File: config.mk
export PLATFORM = sky130hd
export DESIGN_NAME = art_ctrl
export DESIGN_NICKNAME = d
export VERILOG_FILES = /design/src/art_pkg.sv /design/src/art_pin_sync.sv /design/src/art_ctrl.sv
export SDC_FILE = /design/constraint.sdc
export NUM_CORES = 1
export LEC_CHECK = 0
export ABC_AREA = 1
export ABC_CLOCK_PERIOD_IN_PS = 1600
export BUFFER_PORTS_ARGS = -buffer_cell sky130_fd_sc_hd__buf_4
export CAP_MARGIN = 20
export CORE_UTILIZATION = 45
export CTS_CLUSTER_DIAMETER = 100
export DETAILED_ROUTE_END_ITERATION = 7
export PLACE_DENSITY = 0.76
export SYNTH_ARGS = -nofsm -noshare
export SYNTH_HDL_FRONTEND = slang
export SYNTH_SLANG_ARGS = --single-unit
File: constraint.sdc
create_clock -name SYS_CLK_I -period 1.6 [get_ports SYS_CLK_I]
set_clock_uncertainty 0.1 [all_clocks]
set_input_delay 0.16 -clock SYS_CLK_I [delete_from_list [all_inputs] [get_ports SYS_CLK_I]]
set_output_delay 0.16 -clock SYS_CLK_I [all_outputs]
set_load 0.02 [all_outputs]
File: src/art_pkg.sv
// Package of the converter result and trigger control block.
// Assumes one system clock with a synchronous reset and an APB slave port.
package art_pkg;

   // ----------------------------------------------------------------
   // Register indices (byte address is four times the index)
   // ----------------------------------------------------------------
   localparam logic [7:0] IDX_RESULT_LOW  = 8'h78;
   localparam logic [7:0] IDX_RESULT_HIGH = 8'h79;
   localparam logic [7:0] IDX_CTRL_FIRST  = 8'h7A;
   localparam logic [7:0] IDX_CTRL_SECOND = 8'h7B;
   localparam logic [7:0] IDX_INPUT_SEL   = 8'h7C;
   localparam logic [7:0] IDX_PIN_OFF     = 8'h7E;
   localparam logic [7:0] IDX_PIN_VALUE   = 8'h7F;

   // ----------------------------------------------------------------
   // Field positions
   // ----------------------------------------------------------------
   localparam int BIT_CONV_ON    = 7;
   localparam int BIT_START      = 6;
   localparam int BIT_AUTO_TRIG  = 5;
   localparam int BIT_DONE_FLAG  = 4;
   localparam int BIT_IRQ_EN     = 3;
   localparam int BIT_CMP_MUX    = 6;
   localparam int BIT_LEFT_ALIGN = 5;

   // Writable bits of the second control register
   localparam logic [7:0] CTRL_SECOND_MASK = 8'h47;

   // ----------------------------------------------------------------
   // Reset values
   // ----------------------------------------------------------------
   localparam logic [7:0] RST_BYTE   = 8'h00;
   localparam logic [9:0] RST_RESULT = 10'h000;
   localparam logic [6:0] RST_PRESC  = 7'h00;

   // Channel codes that select a differential pair
   localparam logic [4:0] DIFF_FIRST = 5'h08;
   localparam logic [4:0] DIFF_LAST  = 5'h1D;

   // Trigger source codes
   typedef enum logic [2:0] {
      ART_TRIG_FREE    = 3'h0,
      ART_TRIG_COMP    = 3'h1,
      ART_TRIG_EXT0    = 3'h2,
      ART_TRIG_T0_CMP  = 3'h3,
      ART_TRIG_T0_OVF  = 3'h4,
      ART_TRIG_T1_CMPB = 3'h5,
      ART_TRIG_T1_OVF  = 3'h6,
      ART_TRIG_T1_CAPT = 3'h7
   } art_trig_t;

   // Answer from the analog converter core
   typedef struct packed {
      logic       done;
      logic [9:0] data;
   } art_core_t;

   // Fields of the first control register
   typedef struct packed {
      logic       conv_on;
      logic       auto_trig;
      logic       irq_en;
      logic [2:0] div_sel;
   } art_ctrl_t;

endpackage

File: src/art_pin_sync.sv
// Three-stage synchroniser for the eight analog pins' digital values.
// Assumes asynchronous pin levels; a change counts once stages two and three agree.
`timescale 1ns/1ns
module art_pin_sync (
   input  wire logic       clk_i,
   input  wire logic       srst_i,
   input  wire logic [7:0] pin_i,
   output logic      [7:0] pin_o
);

   logic [7:0] stage1;
   logic [7:0] stage2;
   logic [7:0] stage3;
   logic [7:0] next_pin;

   always_comb begin
      for (int i = 0; i < 8; i++) begin
         next_pin[i] = (stage2[i] == stage3[i]) ? stage3[i] : pin_o[i];
      end
   end

   always_ff @(posedge clk_i) begin
      if (srst_i) begin
         stage1 <= art_pkg::RST_BYTE;
         stage2 <= art_pkg::RST_BYTE;
         stage3 <= art_pkg::RST_BYTE;
         pin_o  <= art_pkg::RST_BYTE;
      end else begin
         stage1 <= pin_i;
         stage2 <= stage1;
         stage3 <= stage2;
         pin_o  <= next_pin;
      end
   end

endmodule

File: src/art_ctrl.sv
// Converter result and auto-trigger control with an APB register slave.
// Assumes an analog core that answers a start pulse with a one-cycle done and data,
// and trigger flags produced on the same clock.
//
// Behaviour
// - Converter clock is system clock divided by 2,2,4,8,16,32,64,128 per select.
// - Finished result goes to read-only low/high byte pair, reset zero.
// - Right aligned: bits 7:0 low, bits 9:8 in high bits 1:0.
// - Left aligned: bits 9:2 high, bits 1:0 in low bits 7:6.
// - Differential channel results are presented in two's complement.
// - Reading low byte locks the pair until the high byte is read.
// - Reserved bits 7 and 5:3 of second control read zero; write zero.
// - Trigger select is ignored while auto trigger is off.
// - Auto trigger starts a conversion on each rising edge of selected flag outside a running conversion.
// - Switching from a cleared to a set source is a rising edge.
// - Switching to free running never makes a trigger event.
// - Trigger codes: free, comparator, ext0, t0 cmp, t0 ovf, t1 cmpB, t1 ovf, t1 capt.
// - A set pin disable bit turns off that pin's digital buffer.
// - A set pin disable bit forces that pin's read value to zero.
// - Done flag sets when result registers update; it triggers free running.
// - Auto trigger enable bit allows starts on positive trigger edges.
// - Alignment changes show in the result bytes at once.
//
// The APB register port is this design's own decision.
`timescale 1ns/1ns
module art_ctrl (
   input  wire logic                SYS_CLK_I,
   input  wire logic                SRST_I,
   // APB slave
   input  wire logic                PSEL_I,
   input  wire logic                PENABLE_I,
   input  wire logic                PWRITE_I,
   input  wire logic [11:0]         PADDR_I,
   input  wire logic [31:0]         PWDATA_I,
   output logic      [31:0]         PRDATA_O,
   output logic                     PREADY_O,
   output logic                     PSLVERR_O,
   // Analog core
   input  wire art_pkg::art_core_t  CORE_I,
   output logic                     CONV_ON_O,
   output logic                     CONV_START_O,
   output logic                     CONV_CLK_O,
   output logic      [4:0]          CHANNEL_O,
   output logic      [1:0]          REF_SEL_O,
   output logic                     COMP_MUX_ON_O,
   // Trigger flags, index is the trigger code (bit 0 unused)
   input  wire logic [7:0]          TRIG_FLAGS_I,
   // Analog pins
   input  wire logic [7:0]          PIN_IN_I,
   output logic      [7:0]          PIN_BUF_OFF_O,
   output logic      [7:0]          PIN_VALUE_O
);

   // ----------------------------------------------------------------
   // Helpers
   // ----------------------------------------------------------------
   function automatic logic is_diff(input logic [4:0] ch);
      is_diff = (ch >= art_pkg::DIFF_FIRST) && (ch <= art_pkg::DIFF_LAST);
   endfunction

   function automatic logic trig_level(input logic [2:0] sel, input logic [7:0] flags, input logic done);
      trig_level = (sel == art_pkg::ART_TRIG_FREE) ? done : flags[sel];
   endfunction

   // ----------------------------------------------------------------
   // State
   // ----------------------------------------------------------------
   art_pkg::art_ctrl_t ctrl;
   art_pkg::art_ctrl_t next_ctrl;
   logic [7:0]  ctrl_second;
   logic [7:0]  next_ctrl_second;
   logic [7:0]  input_sel;
   logic [7:0]  next_input_sel;
   logic [7:0]  pin_off;
   logic [7:0]  next_pin_off;
   logic        done_flag;
   logic        next_done_flag;
   logic        busy;
   logic        next_busy;
   logic        lock;
   logic        next_lock;
   logic [9:0]  result;
   logic [9:0]  next_result;
   logic [4:0]  active_ch;
   logic [4:0]  next_active_ch;
   logic        trig_prev;
   logic        next_trig_prev;
   logic [2:0]  sel_prev;
   logic [2:0]  next_sel_prev;
   logic        start;
   logic        next_start;
   logic [6:0]  presc;
   logic [6:0]  next_presc;
   logic        conv_clk;
   logic        next_conv_clk;
   logic [31:0] prdata;
   logic [31:0] next_prdata;
   logic        slverr;
   logic        next_slverr;

   logic [7:0]  pin_sync;
   logic [7:0]  idx;
   logic        addr_ok;
   logic        setup;
   logic        wr;
   logic        mapped;
   logic [7:0]  rd_byte;
   logic [7:0]  low_byte;
   logic [7:0]  high_byte;
   logic [9:0]  shown;
   logic        trig_now;
   logic        trig_edge;
   logic        lock_now;
   logic        sw_start;

   art_pin_sync u_pin_sync (
      .clk_i  (SYS_CLK_I),
      .srst_i (SRST_I),
      .pin_i  (PIN_IN_I),
      .pin_o  (pin_sync)
   );

   // ----------------------------------------------------------------
   // Address decode and read view
   // ----------------------------------------------------------------
   assign idx     = PADDR_I[9:2];
   assign addr_ok = (PADDR_I[11:10] == 2'h0) && (PADDR_I[1:0] == 2'h0);
   assign setup   = PSEL_I && !PENABLE_I;
   assign wr      = PSEL_I && PENABLE_I && PWRITE_I && addr_ok;

   always_comb begin
      shown = result;
      if (is_diff(active_ch)) begin
         shown = {~result[9], result[8:0]};
      end
      if (input_sel[art_pkg::BIT_LEFT_ALIGN]) begin
         high_byte = shown[9:2];
         low_byte  = {shown[1:0], 6'h00};
      end else begin
         high_byte = {6'h00, shown[9:8]};
         low_byte  = shown[7:0];
      end
   end

   always_comb begin
      mapped  = addr_ok;
      rd_byte = art_pkg::RST_BYTE;
      if (idx == art_pkg::IDX_RESULT_LOW) begin
         rd_byte = low_byte;
      end else if (idx == art_pkg::IDX_RESULT_HIGH) begin
         rd_byte = high_byte;
      end else if (idx == art_pkg::IDX_CTRL_FIRST) begin
         rd_byte = {ctrl.conv_on, busy, ctrl.auto_trig, done_flag, ctrl.irq_en, ctrl.div_sel};
      end else if (idx == art_pkg::IDX_CTRL_SECOND) begin
         rd_byte = ctrl_second & art_pkg::CTRL_SECOND_MASK;
      end else if (idx == art_pkg::IDX_INPUT_SEL) begin
         rd_byte = input_sel;
      end else if (idx == art_pkg::IDX_PIN_OFF) begin
         rd_byte = pin_off;
      end else if (idx == art_pkg::IDX_PIN_VALUE) begin
         rd_byte = PIN_VALUE_O;
      end else begin
         mapped = 1'b0;
      end
   end

   // ----------------------------------------------------------------
   // Trigger detection
   // ----------------------------------------------------------------
   always_comb begin
      trig_now  = trig_level(ctrl_second[2:0], TRIG_FLAGS_I, done_flag);
      // Edge compares against the level of the previous selection as well
      trig_edge = trig_now && !trig_prev;
      if (ctrl_second[2:0] == art_pkg::ART_TRIG_FREE && sel_prev != art_pkg::ART_TRIG_FREE) begin
         trig_edge = 1'b0;
      end
      if (!ctrl.auto_trig) begin
         trig_edge = 1'b0;
      end
   end

   // ----------------------------------------------------------------
   // Next state
   // ----------------------------------------------------------------
   always_comb begin
      next_ctrl        = ctrl;
      next_ctrl_second = ctrl_second;
      next_input_sel   = input_sel;
      next_pin_off     = pin_off;
      next_done_flag   = done_flag;
      next_busy        = busy;
      next_lock        = lock;
      next_result      = result;
      next_active_ch   = active_ch;
      next_prdata      = prdata;
      next_slverr      = 1'b0;
      next_trig_prev   = trig_now;
      next_sel_prev    = ctrl_second[2:0];
      next_start       = 1'b0;
      sw_start         = 1'b0;

      // Read data is captured in the setup cycle
      if (setup) begin
         next_prdata = {24'h000000, rd_byte};
         next_slverr = !mapped;
         if (!PWRITE_I && addr_ok && idx == art_pkg::IDX_RESULT_LOW) begin
            next_lock = 1'b1;
         end else if (!PWRITE_I && addr_ok && idx == art_pkg::IDX_RESULT_HIGH) begin
            next_lock = 1'b0;
         end
      end
      lock_now = lock || (setup && !PWRITE_I && addr_ok && idx == art_pkg::IDX_RESULT_LOW);

      // Conversion completion
      if (CORE_I.done && busy) begin
         next_busy = 1'b0;
         if (!lock_now) begin
            next_result    = CORE_I.data;
            next_done_flag = 1'b1;
         end
      end

      // Register writes
      if (wr) begin
         if (idx == art_pkg::IDX_CTRL_FIRST) begin
            next_ctrl.conv_on   = PWDATA_I[art_pkg::BIT_CONV_ON];
            next_ctrl.auto_trig = PWDATA_I[art_pkg::BIT_AUTO_TRIG];
            next_ctrl.irq_en    = PWDATA_I[art_pkg::BIT_IRQ_EN];
            next_ctrl.div_sel   = PWDATA_I[2:0];
            sw_start            = PWDATA_I[art_pkg::BIT_START];
            // Write one clears; a completion in the same cycle wins
            if (PWDATA_I[art_pkg::BIT_DONE_FLAG] && !(CORE_I.done && busy && !lock_now)) begin
               next_done_flag = 1'b0;
            end
         end else if (idx == art_pkg::IDX_CTRL_SECOND) begin
            next_ctrl_second = PWDATA_I[7:0] & art_pkg::CTRL_SECOND_MASK;
         end else if (idx == art_pkg::IDX_INPUT_SEL) begin
            next_input_sel = PWDATA_I[7:0];
         end else if (idx == art_pkg::IDX_PIN_OFF) begin
            next_pin_off = PWDATA_I[7:0];
         end
      end

      // Start of a conversion
      if (next_ctrl.conv_on && !next_busy && (sw_start || trig_edge)) begin
         next_start     = 1'b1;
         next_busy      = 1'b1;
         next_active_ch = next_input_sel[4:0];
      end
      // Turning the converter off ends any conversion
      if (!next_ctrl.conv_on) begin
         next_busy = 1'b0;
      end
   end

   // ----------------------------------------------------------------
   // Prescaler
   // ----------------------------------------------------------------
   always_comb begin
      next_presc    = art_pkg::RST_PRESC;
      next_conv_clk = 1'b0;
      if (ctrl.conv_on) begin
         next_presc = presc + 7'h01;
         if (ctrl.div_sel == 3'h0) begin
            next_conv_clk = next_presc[0];
         end else begin
            next_conv_clk = next_presc[ctrl.div_sel - 3'h1];
         end
      end
   end

   // ----------------------------------------------------------------
   // Registers
   // ----------------------------------------------------------------
   always_ff @(posedge SYS_CLK_I) begin
      if (SRST_I) begin
         ctrl        <= '0;
         ctrl_second <= art_pkg::RST_BYTE;
         input_sel   <= art_pkg::RST_BYTE;
         pin_off     <= art_pkg::RST_BYTE;
         done_flag   <= 1'b0;
         busy        <= 1'b0;
         lock        <= 1'b0;
         result      <= art_pkg::RST_RESULT;
         active_ch   <= 5'h00;
         trig_prev   <= 1'b0;
         sel_prev    <= 3'h0;
         start       <= 1'b0;
         presc       <= art_pkg::RST_PRESC;
         conv_clk    <= 1'b0;
         prdata      <= 32'h00000000;
         slverr      <= 1'b0;
      end else begin
         ctrl        <= next_ctrl;
         ctrl_second <= next_ctrl_second;
         input_sel   <= next_input_sel;
         pin_off     <= next_pin_off;
         done_flag   <= next_done_flag;
         busy        <= next_busy;
         lock        <= next_lock;
         result      <= next_result;
         active_ch   <= next_active_ch;
         trig_prev   <= next_trig_prev;
         sel_prev    <= next_sel_prev;
         start       <= next_start;
         presc       <= next_presc;
         conv_clk    <= next_conv_clk;
         prdata      <= next_prdata;
         slverr      <= next_slverr;
      end
   end

   // ----------------------------------------------------------------
   // Outputs
   // ----------------------------------------------------------------
   assign PRDATA_O      = prdata;
   assign PREADY_O      = PSEL_I && PENABLE_I;
   assign PSLVERR_O     = PSEL_I && PENABLE_I && slverr;
   assign CONV_ON_O     = ctrl.conv_on;
   assign CONV_START_O  = start;
   assign CONV_CLK_O    = conv_clk;
   assign CHANNEL_O     = input_sel[4:0];
   assign REF_SEL_O     = input_sel[7:6];
   assign COMP_MUX_ON_O = ctrl_second[art_pkg::BIT_CMP_MUX];
   assign PIN_BUF_OFF_O = pin_off;
   assign PIN_VALUE_O   = pin_sync & ~pin_off;

endmodule

==> results of run 1 <==
worst reg2reg max path, stage by stage, from the launching register on:
cell,delay (ns)
dfxtp_1,0.34
inv_1,0.05
nor3b_1,0.40
nand2_2,0.07
buf_4,0.20
buf_4,0.15
nand2_2,0.05
a21oi_2,0.05
state kept, by name, indices dropped and copies added (netlist names), 3 cells and up:
signal	flops
u_pin_sync.stage3	8
result	10
ctrl	5
u_pin_sync.stage2	8
active_ch	4
input_sel	8
presc	7
PRDATA_O	8
u_pin_sync.stage1	8
ctrl_second	4
sel_prev	3
u_pin_sync.pin_o	8
PIN_BUF_OFF_O	8
synth_stat cells (all sizes together), types with 3 or more instances:
master	instances	share of area, %
clkbuf	7	0.57
nor3	9	1.6
nor2	110	9.6
dfxtp	97	42
a211oi	15	2.7
o21ai	32	3.5
a21oi	48	5.6
nand2	109	9.9
or2	3	0.41
nand3	41	4.8
ha	3	0.82
buf	40	6.5
inv	102	8.3
nand4	9	1.2
xor2	5	0.95
power by group through the flow:
| stage | Clock (mW) | Combinational (mW) | Sequential (mW) |
|---|---|---|---|
| floorplan | 0 | 0.238 | 2.52 |
| global placement | 0 | 0.363 | 2.51 |
| detailed placement | 0 | 0.369 | 2.52 |
| CTS | 1.71 | 0.424 | 2.46 |
| global route | 1.82 | 0.473 | 2.46 |
| finish | 1.66 | 0.426 | 2.46 |
layout make-up:
| type | count | area [um2] | share of cell area (%) |
|---|---|---|---|
| clock inverter | 7 | 83.83 | 1.409 |
| inverter | 103 | 386.6 | 6.497 |
| clock buffer | 9 | 123.9 | 2.082 |
| multi-input combinational | 415 | 2063 | 34.67 |
| timing repair buffer | 145 | 1181 | 19.85 |
| tap | 133 | 166.4 | 2.796 |
| sequential | 97 | 1946 | 32.70 |
logic make-up (layout without fill, tap and decap cells):
| logic type | after synthesis | after routing | synth area share [%] |
|---|---|---|---|
| buf+inv | 150 | 264 | 15.46 |
| flops | 97 | 97 | 42.24 |
| compound gates | 98 | 98 | 12.28 |
| simple gates | 284 | 284 | 27.98 |
| xor+xnor | 6 | 6 | 1.143 |
| other cells | 1 | 24 | 0.08158 |
| fa+ha+maj | 3 | 3 | 0.8166 |
per-layer routing:
layer | up-vias | part of all wire [%] | GRT usage, %
li1 | 2221 | - | -
met1 | 1972 | 42 | 26.45
met2 | 157 | 50 | 40.21
met3 | 33 | 5.4 | 3.729
met4 | 0 | 3.3 | 11.05
met5 | - | 0 | 0
worst min path at each step:
stage                startpoint              endpoint  slack [ns]  depth (start not counted)
CTS                 PWDATA_I[7]          input_sel[7]      0.0007                          3
global placement    PIN_IN_I[5]  u_pin_sync.stage1[5]        0.26                          3
detailed placement  PIN_IN_I[0]  u_pin_sync.stage1[0]        0.27                          3
floorplan           PIN_IN_I[0]  u_pin_sync.stage1[0]        0.17                          2
global route        PWDATA_I[7]      PIN_BUF_OFF_O[7]        0.03                          3
finish              PWDATA_I[7]          input_sel[7]        0.01                          3
metrics by stage:
stage	util, %	setup TNS [ns]
after global placement	54.98	-0.1415
after detailed placement	54.98	-0.7671
after global routing	60.60	-0.0002099
after floorplan	-	0
after CTS	59.85	0
final	60.60	0
repair_timing:
action | in CTS | in global routing
hold buffers | 27 | 0
buffers inserted | 0 | 5
gates cloned | 0 | 0
gates resized for setup | 1 | 11
hold endpoints to repair | 30 | 0
endpoints found under the setup margin | 2 | 12
pin swaps | 0 | 3
==> flow_metrics.tcl, run 1 <==
set metrics [dict create \
    synth_ff_type "dfxtp_1" \
    crit_start "busy" \
    grt_pass1_wl_mm 18.29 \
    root_buffer "clkbuf_8" \
    combPwrFrac_pct 9.4 \
    start_util_pct 46.81 \
    dp_cells 861 \
    core_region_area_um2 9819 \
    powerDensity_nw_per_um2 763.8 \
    setup_viol 0 \
    tightest_slew_ns 0.6566 \
    p_switching_mw 1.155 \
    r2r_cells 7 \
    worstPathRequired_ns 1.77 \
    ys_seq_area_share_pct 42.24 \
    syn_inst 639 \
    vdd_drop_max_uv 514.2 \
    fin_area_um2 5951 \
    wl_mm 11.33 \
    diodes 0 \
    ys_seq_elements 97 \
    post-place-ws_ns -0.07269 \
    post-route-min-period_ns 1.515 \
    worst_skew_pair.late_latency_ns 0.38 \
    crit_cells 7 \
    layout.nets 850 \
    viasPerCell 4.822 \
    wire_per_inst_um 12.46 \
    crit_chain "inv_1 -> nor3b_1 -> nand2_2 -> buf_4 -> buf_4 -> nand2_2 -> a21oi_2" \
    critPathMaxStageDelay_ns 0.40 \
    synth_edf_count 0 \
    cp-end-kind "flip-flop" \
    numCtsBuffers 9 \
    p_sw_share_pct 25.42 \
    vias 4383 \
    port_buffers 87 \
    syn2layout_area_growth_pct 29.45 \
    drtAntennaViolNets 0 \
    cpLargestDelayFamily "simple AND/OR/NAND/NOR gates" \
    internal-power_mw 3.390 \
    total_power_mw 4.545 \
    maxSlewHeadroom_pct 56.18 \
    pwr-share-clk_pct 36.5 \
    place_area_um2 5399 \
    drc 0 \
    fmax_ghz 0.6601 \
    p_leak_nw 2.734 \
    dpl.hpwl_mm 8.539 \
    antenna_found_initial 0 \
    critPathArrivalTime_ns 1.68 \
    synth-async-reset-ratio_pct 0 \
    drt_iter0_markers 209 \
    cts_tree "yes" \
    grt_max_degree 53 \
    place.gp.congestion 0.9110 \
    cp_num_buf_inv 3 \
    reg2reg_to "result[1]" \
    hold_class "input port to flip-flop" \
    syn_area_um2 4597 \
    cts_buffer_depth 2 \
    critPathLaunchType "flip-flop" \
    yosysWarnings 0 \
    die_w_um 103.1 \
    overflow 0 \
    drive_gt1_share_pct 23.71 \
    crit_type "flip-flop to flip-flop" \
    io_pins 137 \
    final_common_cell "buf_4" \
    fill_cells 915 \
    drv_slew 0 \
    dr.pass1.iters 5 \
    ff2ff_setup_slack_ns 0.09 \
    maxCapViolCount 0 \
    clock-sinks 97 \
    synth_cell_types 39 \
    clk_pin_slew_ns 0.10 \
    setup_ws_ns 0.08503 \
    hold_violations 0 \
    final_cells 909 \
    grt_pass1_vias 4079 \
    placement_rows 36 \
    avgSynthCellArea_um2 7.194 \
    die_y_um 103.1 \
    whs_ns 0.01163 \
    worstSetupEndpoint "result[1]" \
    cts_max_level 3 \
    p_seq_share_pct 54.1 \
    r2r-start "busy" \
    final_cell_mix "buf_4, nor2_1, inv_1" \
    period_share_pct 94.69 \
    cp_max_fo 15 \
    slowest_stage "nor3b_1" \
    dieArea_um2 10620 \
    grt_usage_pct 22.64 \
    outcome "complete, no violations" \
]
Note: power is estimated with default switching activity, not from simulation.
==> run 2: changes to the inputs <==
Settings changed: CORE_UTILIZATION 45 to 50, PLACE_DENSITY 0.76 to 0.83.
==> run 2 against run 1 <==
Net effect:
- first-iteration DRC count rose by 4.8%
- utilization rose by 5.4 points
- clock power fell by 8%
- design area fell by 2.3%
- the run now ends with DRC left
- routed wire length rose by 1.2%
- sequential share of layout area rose by 0.77 points
- die area fell by 9.8%
- combinational power fell by 3%
- flip-flop and latch count did not move
- maximum frequency fell by 0.38%
- cell count fell by 3.7%
- count of clock-buffer cells in the layout rose by 1
==> flow_metrics.tcl, run 2 (synthesis gave the netlist of run 1 again) <==
set metrics [dict create \
    outcome "finished with violations" \
    violations "DRC" \
    cts_max_level 3 \
    critPathArrivalTime_ns 1.26 \
    die_y_um 97.89 \
    drive_gt1_share_pct 23.21 \
    largest_register "result" \
    cp_max_fo 2 \
    crit_type "flip-flop to output port" \
    critPathMaxStageDelay_ns 0.36 \
    root_buffer "clkbuf_8" \
    post-place-ws_ns -0.1220 \
    syn2layout_area_growth_pct 26.46 \
    vdd_drop_max_uv 501.8 \
    hold_violations 0 \
    reg2reg_to "CONV_CLK_O" \
    overflow 0 \
    wl_mm 11.46 \
    cts_buffer_depth 2 \
    cp_num_buf_inv 3 \
    final_cell_mix "buf_4, nor2_1, inv_1" \
    numCtsBuffers 9 \
    fmax_ghz 0.6576 \
    diodes 0 \
    port_buffers 87 \
    r2r_cells 7 \
    start_util_pct 52.20 \
    hold_class "input port to flip-flop" \
    clock-sinks 97 \
    io_pins 137 \
    post_cts_buffers 0 \
    crit_chain "inv_1 -> or2_2 -> inv_1 -> buf_4" \
    drt_iter0_markers 219 \
    r2r-start "ctrl[0]" \
    setup_viol 0 \
    viasPerCell 4.947 \
    p_leak_nw 2.692 \
    grt_pass1_wl_mm 18.64 \
    grt_usage_pct 24.40 \
    worst_skew_pair.late_latency_ns 0.37 \
    fill_cells 769 \
    critPathLaunchType "flip-flop" \
    maxSlewHeadroom_pct 54.34 \
    core_region_area_um2 8806 \
    hold-path-cell-count 3 \
    multiInputGateArea_um2 2056 \
    ff_latch_area_um2 1946 \
    period_share_pct 95.05 \
    wire_per_inst_um 13.10 \
    grt_max_degree 46 \
    hp-start "CORE_I[3]" \
    ff2ff_setup_slack_ns 0.13 \
    critical_path.most_common_cell "inv_1" \
    place.gp.congestion 0.9104 \
    cts_tree "yes" \
    total_power_mw 4.403 \
    worstPathRequired_ns 1.34 \
    final_common_cell "buf_4" \
    post-route-min-period_ns 1.521 \
    drtAntennaViolNets 0 \
    rsz0062_at_grt "no" \
    clk_pin_slew_ns 0.10 \
    largest_register_ffs 10 \
    drc 12 \
    placement_rows 34 \
    powerDensity_nw_per_um2 757.5 \
    layout.nets 841 \
    dpl.hpwl_mm 8.558 \
    antenna_found_initial 0 \
    tightest_slew_ns 0.6842 \
    cp-end-kind "output port" \
    drv_slew 0 \
    slowest_stage "dfxtp_1" \
    dieArea_um2 9581 \
    setup_ws_ns 0.07926 \
    hold_path_end "result[3]" \
    dr.pass1.iters 7 \
    die_w_um 97.89 \
    maxCapViolCount 0 \
    vias 4329 \
    grt_pass1_vias 4166 \
    cpLargestDelayFamily "flip-flops" \
]
## run 2: stage by stage
stage	instance area [um2]	utilization (%)	cells	hold slack (ns)	TNS [ns]
floorplan	4683	-	662	0.1670	0
global placement	5368	60.95	836	0.2593	-0.06251
detailed placement	5368	60.95	836	0.2652	-0.5172
CTS	5784	65.69	875	0.001948	0
global route	5813	66.01	875	0.01891	0
finish	5813	66.01	875	0.01200	0
## run 2: power by group
part | leakage, nW | internal (mW) | switching (mW)
Clock | 0.0912 | 0.627 | 0.901
Combinational | 1.81 | 0.179 | 0.236
Sequential | 0.788 | 2.45 | 0.0132
Total | 2.69 | 3.25 | 1.15
## run 2: worst max-delay path by stage
stage / from / endpoint / slack, ns / depth (start not counted)
final: u_pin_sync.pin_o[1] / PIN_VALUE_O[1] / 0.08 / 4
after floorplan: busy / result[1] / 0.13 / 6
after CTS: presc[0] / CONV_CLK_O / 0.04 / 10
after detailed placement: PADDR_I[9] / ctrl_second[1] / -0.12 / 8
after global placement: PADDR_I[9] / active_ch[4] / -0.02 / 11
after global routing: presc[0] / CONV_CLK_O / 0.006 / 10
## run 2: final cells by class
cell class,instances,area share [%]
Clock inverter,6,0.8394
Inverter,103,6.651
Multi-Input combinational cell,415,35.36
Tap cell,108,2.325
Clock buffer,10,2.368
Timing Repair Buffer,136,18.98
Sequential cell,97,33.47
## run 2: worst register-to-register path: cells and delay by family (launching register included)
kind	cells	cell delay [ns]
buffers and inverters	1	0.19
AND/OR/NAND/NOR	2	0.13
adder cells (fa/ha/maj)	1	0.26
AO/OA/AOI/OAI	3	0.42
flip-flops	1	0.32
## run 2: layer usage
layer / part of all wire (%) / vias up / track usage, %
met5: 0 / - / 0
met4: 2.7 / 0 / 12.82
met3: 6.1 / 27 / 4.223
met2: 47 / 152 / 41.87
met1: 44 / 1950 / 29.18
li1: - / 2200 / -
## run 2: what timing repair did
action	CTS	global route
endpoints found under the setup margin	0	6
gates resized for setup	0	9
hold buffers	23	0
hold endpoints to repair	25	0
==> run 3: changes to the inputs <==
Settings changed: REMOVE_ABC_BUFFERS set to 1.
==> run 3 against run 2 <==
Net effect:
- the flow still finishes with violations (DRC)
- sequential power hardly changed
- flip-flop and latch count stayed put
- count of clock-buffer cells in the layout is 1 lower
- register-to-register slack worse by 0.04 ns
- clock power is 25% higher
- sequential share of layout area is 0.52 points lower
- routed wire length is 1.5% higher
- non-clock buffer count is 4 higher
==> flow_metrics.tcl, run 3 (synthesis gave the netlist of run 1 again) <==
set metrics [dict create \
    wire_per_inst_um 13.24 \
    root_buffer "clkbuf_8" \
    final_cell_mix "buf_4, nor2_1, inv_1" \
    viasPerCell 5.104 \
    reg2reg_to "active_ch[1]" \
    grt_max_degree 42 \
    fin_util_pct 67.11 \
    worst_skew_pair.late_latency_ns 0.37 \
    start_util_pct 52.20 \
    drc 8 \
    core_region_area_um2 8806 \
    total_power_mw 4.786 \
    p_leak_nw 2.729 \
    die_y_um 97.89 \
    crit_type "flip-flop to flip-flop" \
    hold-path-cell-count 3 \
    hold_violations 0 \
    placement_rows 34 \
    powerDensity_nw_per_um2 809.9 \
    drtAntennaViolNets 0 \
    r2r_cells 9 \
    place.gp.congestion 0.9358 \
    syn2layout_area_growth_pct 28.55 \
    dpl.hpwl_mm 8.510 \
    worstPathRequired_ns 1.76 \
    dieArea_um2 9581 \
    cts_tree "yes" \
    io_pins 137 \
    vdd_drop_max_uv 548.5 \
    cp-end-kind "flip-flop" \
    rsz0062_at_grt "no" \
    clock-sinks 97 \
    violations "DRC" \
    drive_gt1_share_pct 23.90 \
    tightest_slew_ns 0.6468 \
    wl_mm 11.63 \
    vias 4481 \
    outcome "finished with violations" \
    largest_register_ffs 10 \
    diodes 0 \
    cts_max_level 3 \
    cts_buffer_depth 2 \
    r2r-start "ctrl_second[1]" \
    fmax_ghz 0.6640 \
    die_w_um 97.89 \
    post-route-min-period_ns 1.506 \
    grt_pass1_wl_mm 18.97 \
    drv_slew 0 \
    crit_start "ctrl_second[1]" \
    critPathLaunchType "flip-flop" \
    largest_register "result" \
    antenna_found_initial 0 \
    final_common_cell "buf_4" \
    ff2ff_setup_slack_ns 0.09 \
    maxSlewHeadroom_pct 56.83 \
    layout.nets 845 \
    grt_pass1_vias 4283 \
    clk_pin_slew_ns 0.10 \
    grt_usage_pct 24.65 \
    drt_iter0_markers 292 \
    period_share_pct 94.13 \
    hp-start "CORE_I[8]" \
    cp_max_fo 6 \
    hold_path_end "result[8]" \
    critPathArrivalTime_ns 1.66 \
    overflow 0 \
    port_buffers 87 \
    dr.pass1.iters 7 \
    setup_viol 0 \
    maxCapViolCount 0 \
    setup-tns-final_ns 0 \
    hold_class "input port to flip-flop" \
    numCtsBuffers 9 \
]
-- run 3: changes by cell type in the layout (fill, tap and decap cells not counted), sizes merged --
cell and change:
buf +4, bufinv +3, clkbuf -1, clkinv -1
clkinvlp -1, inv -1
-- run 3: routing by layer --
layer / wire (um) / track usage [%]
met5: 0 / 0
met4: 332 / 11.89
met3: 808 / 4.581
met2: 5542 / 40.68
met1: 4946 / 31.04
-- run 3: worst max-delay path by stage --
| stage | end | slack [ns] | cells past startpoint |
|---|---|---|---|
| after floorplan | result[3] | 0.04 | 5 |
| after global placement | active_ch[3] | -0.08 | 11 |
| after detailed placement | result[6] | -0.11 | 11 |
| after CTS | CONV_CLK_O | 0.01 | 10 |
| after global routing | CONV_CLK_O | 0.007 | 10 |
| final | active_ch[1] | 0.09 | 9 |
-- run 3: timing repair --
item	in CTS	in global routing
resized for setup	2	12
hold endpoints to repair	32	0
hold buffers	23	0
buffers inserted	3	1
endpoints found under the setup margin	10	16
pin swaps	1	2
-- run 3: worst max-delay path, cell delays in order, from the launching register on --
cell,delay [ns]
dfxtp_2,0.35
inv_1,0.16
nand3_1,0.13
o21a_1,0.20
nand2_1,0.11
nand2_4,0.09
inv_2,0.09
nor2_4,0.05
nor2_1,0.09
nor2_1,0.05
-- run 3: cell type report --
cell class              count  area (um2)
clock buffers               9       123.9
clock inverters             6       115.1
fillers                   701        2897
inverters                 103       389.1
multi-input cells         415        2078
flip-flops and latches     97        1947
well taps                 108       135.1
repair buffers            140        1121
-- run 3: power breakdown --
group | internal, mW | switching (mW)
registers | 2.45 | 0.0133
logic | 0.179 | 0.238
clock network | 1.04 | 0.869
total | 3.67 | 1.12
-- run 3: per-stage QoR --
stage	setup WS (ns)	hold WS, ns	instance area (um2)	std cells
floorplan	0.03584	0.1224	4359	615
global placement	-0.08392	0.2600	5355	836
detailed placement	-0.1147	0.2679	5355	836
CTS	0.01026	0.001656	5848	877
global route	0.007452	0.005525	5909	878
finish	0.09394	0.003011	5909	878
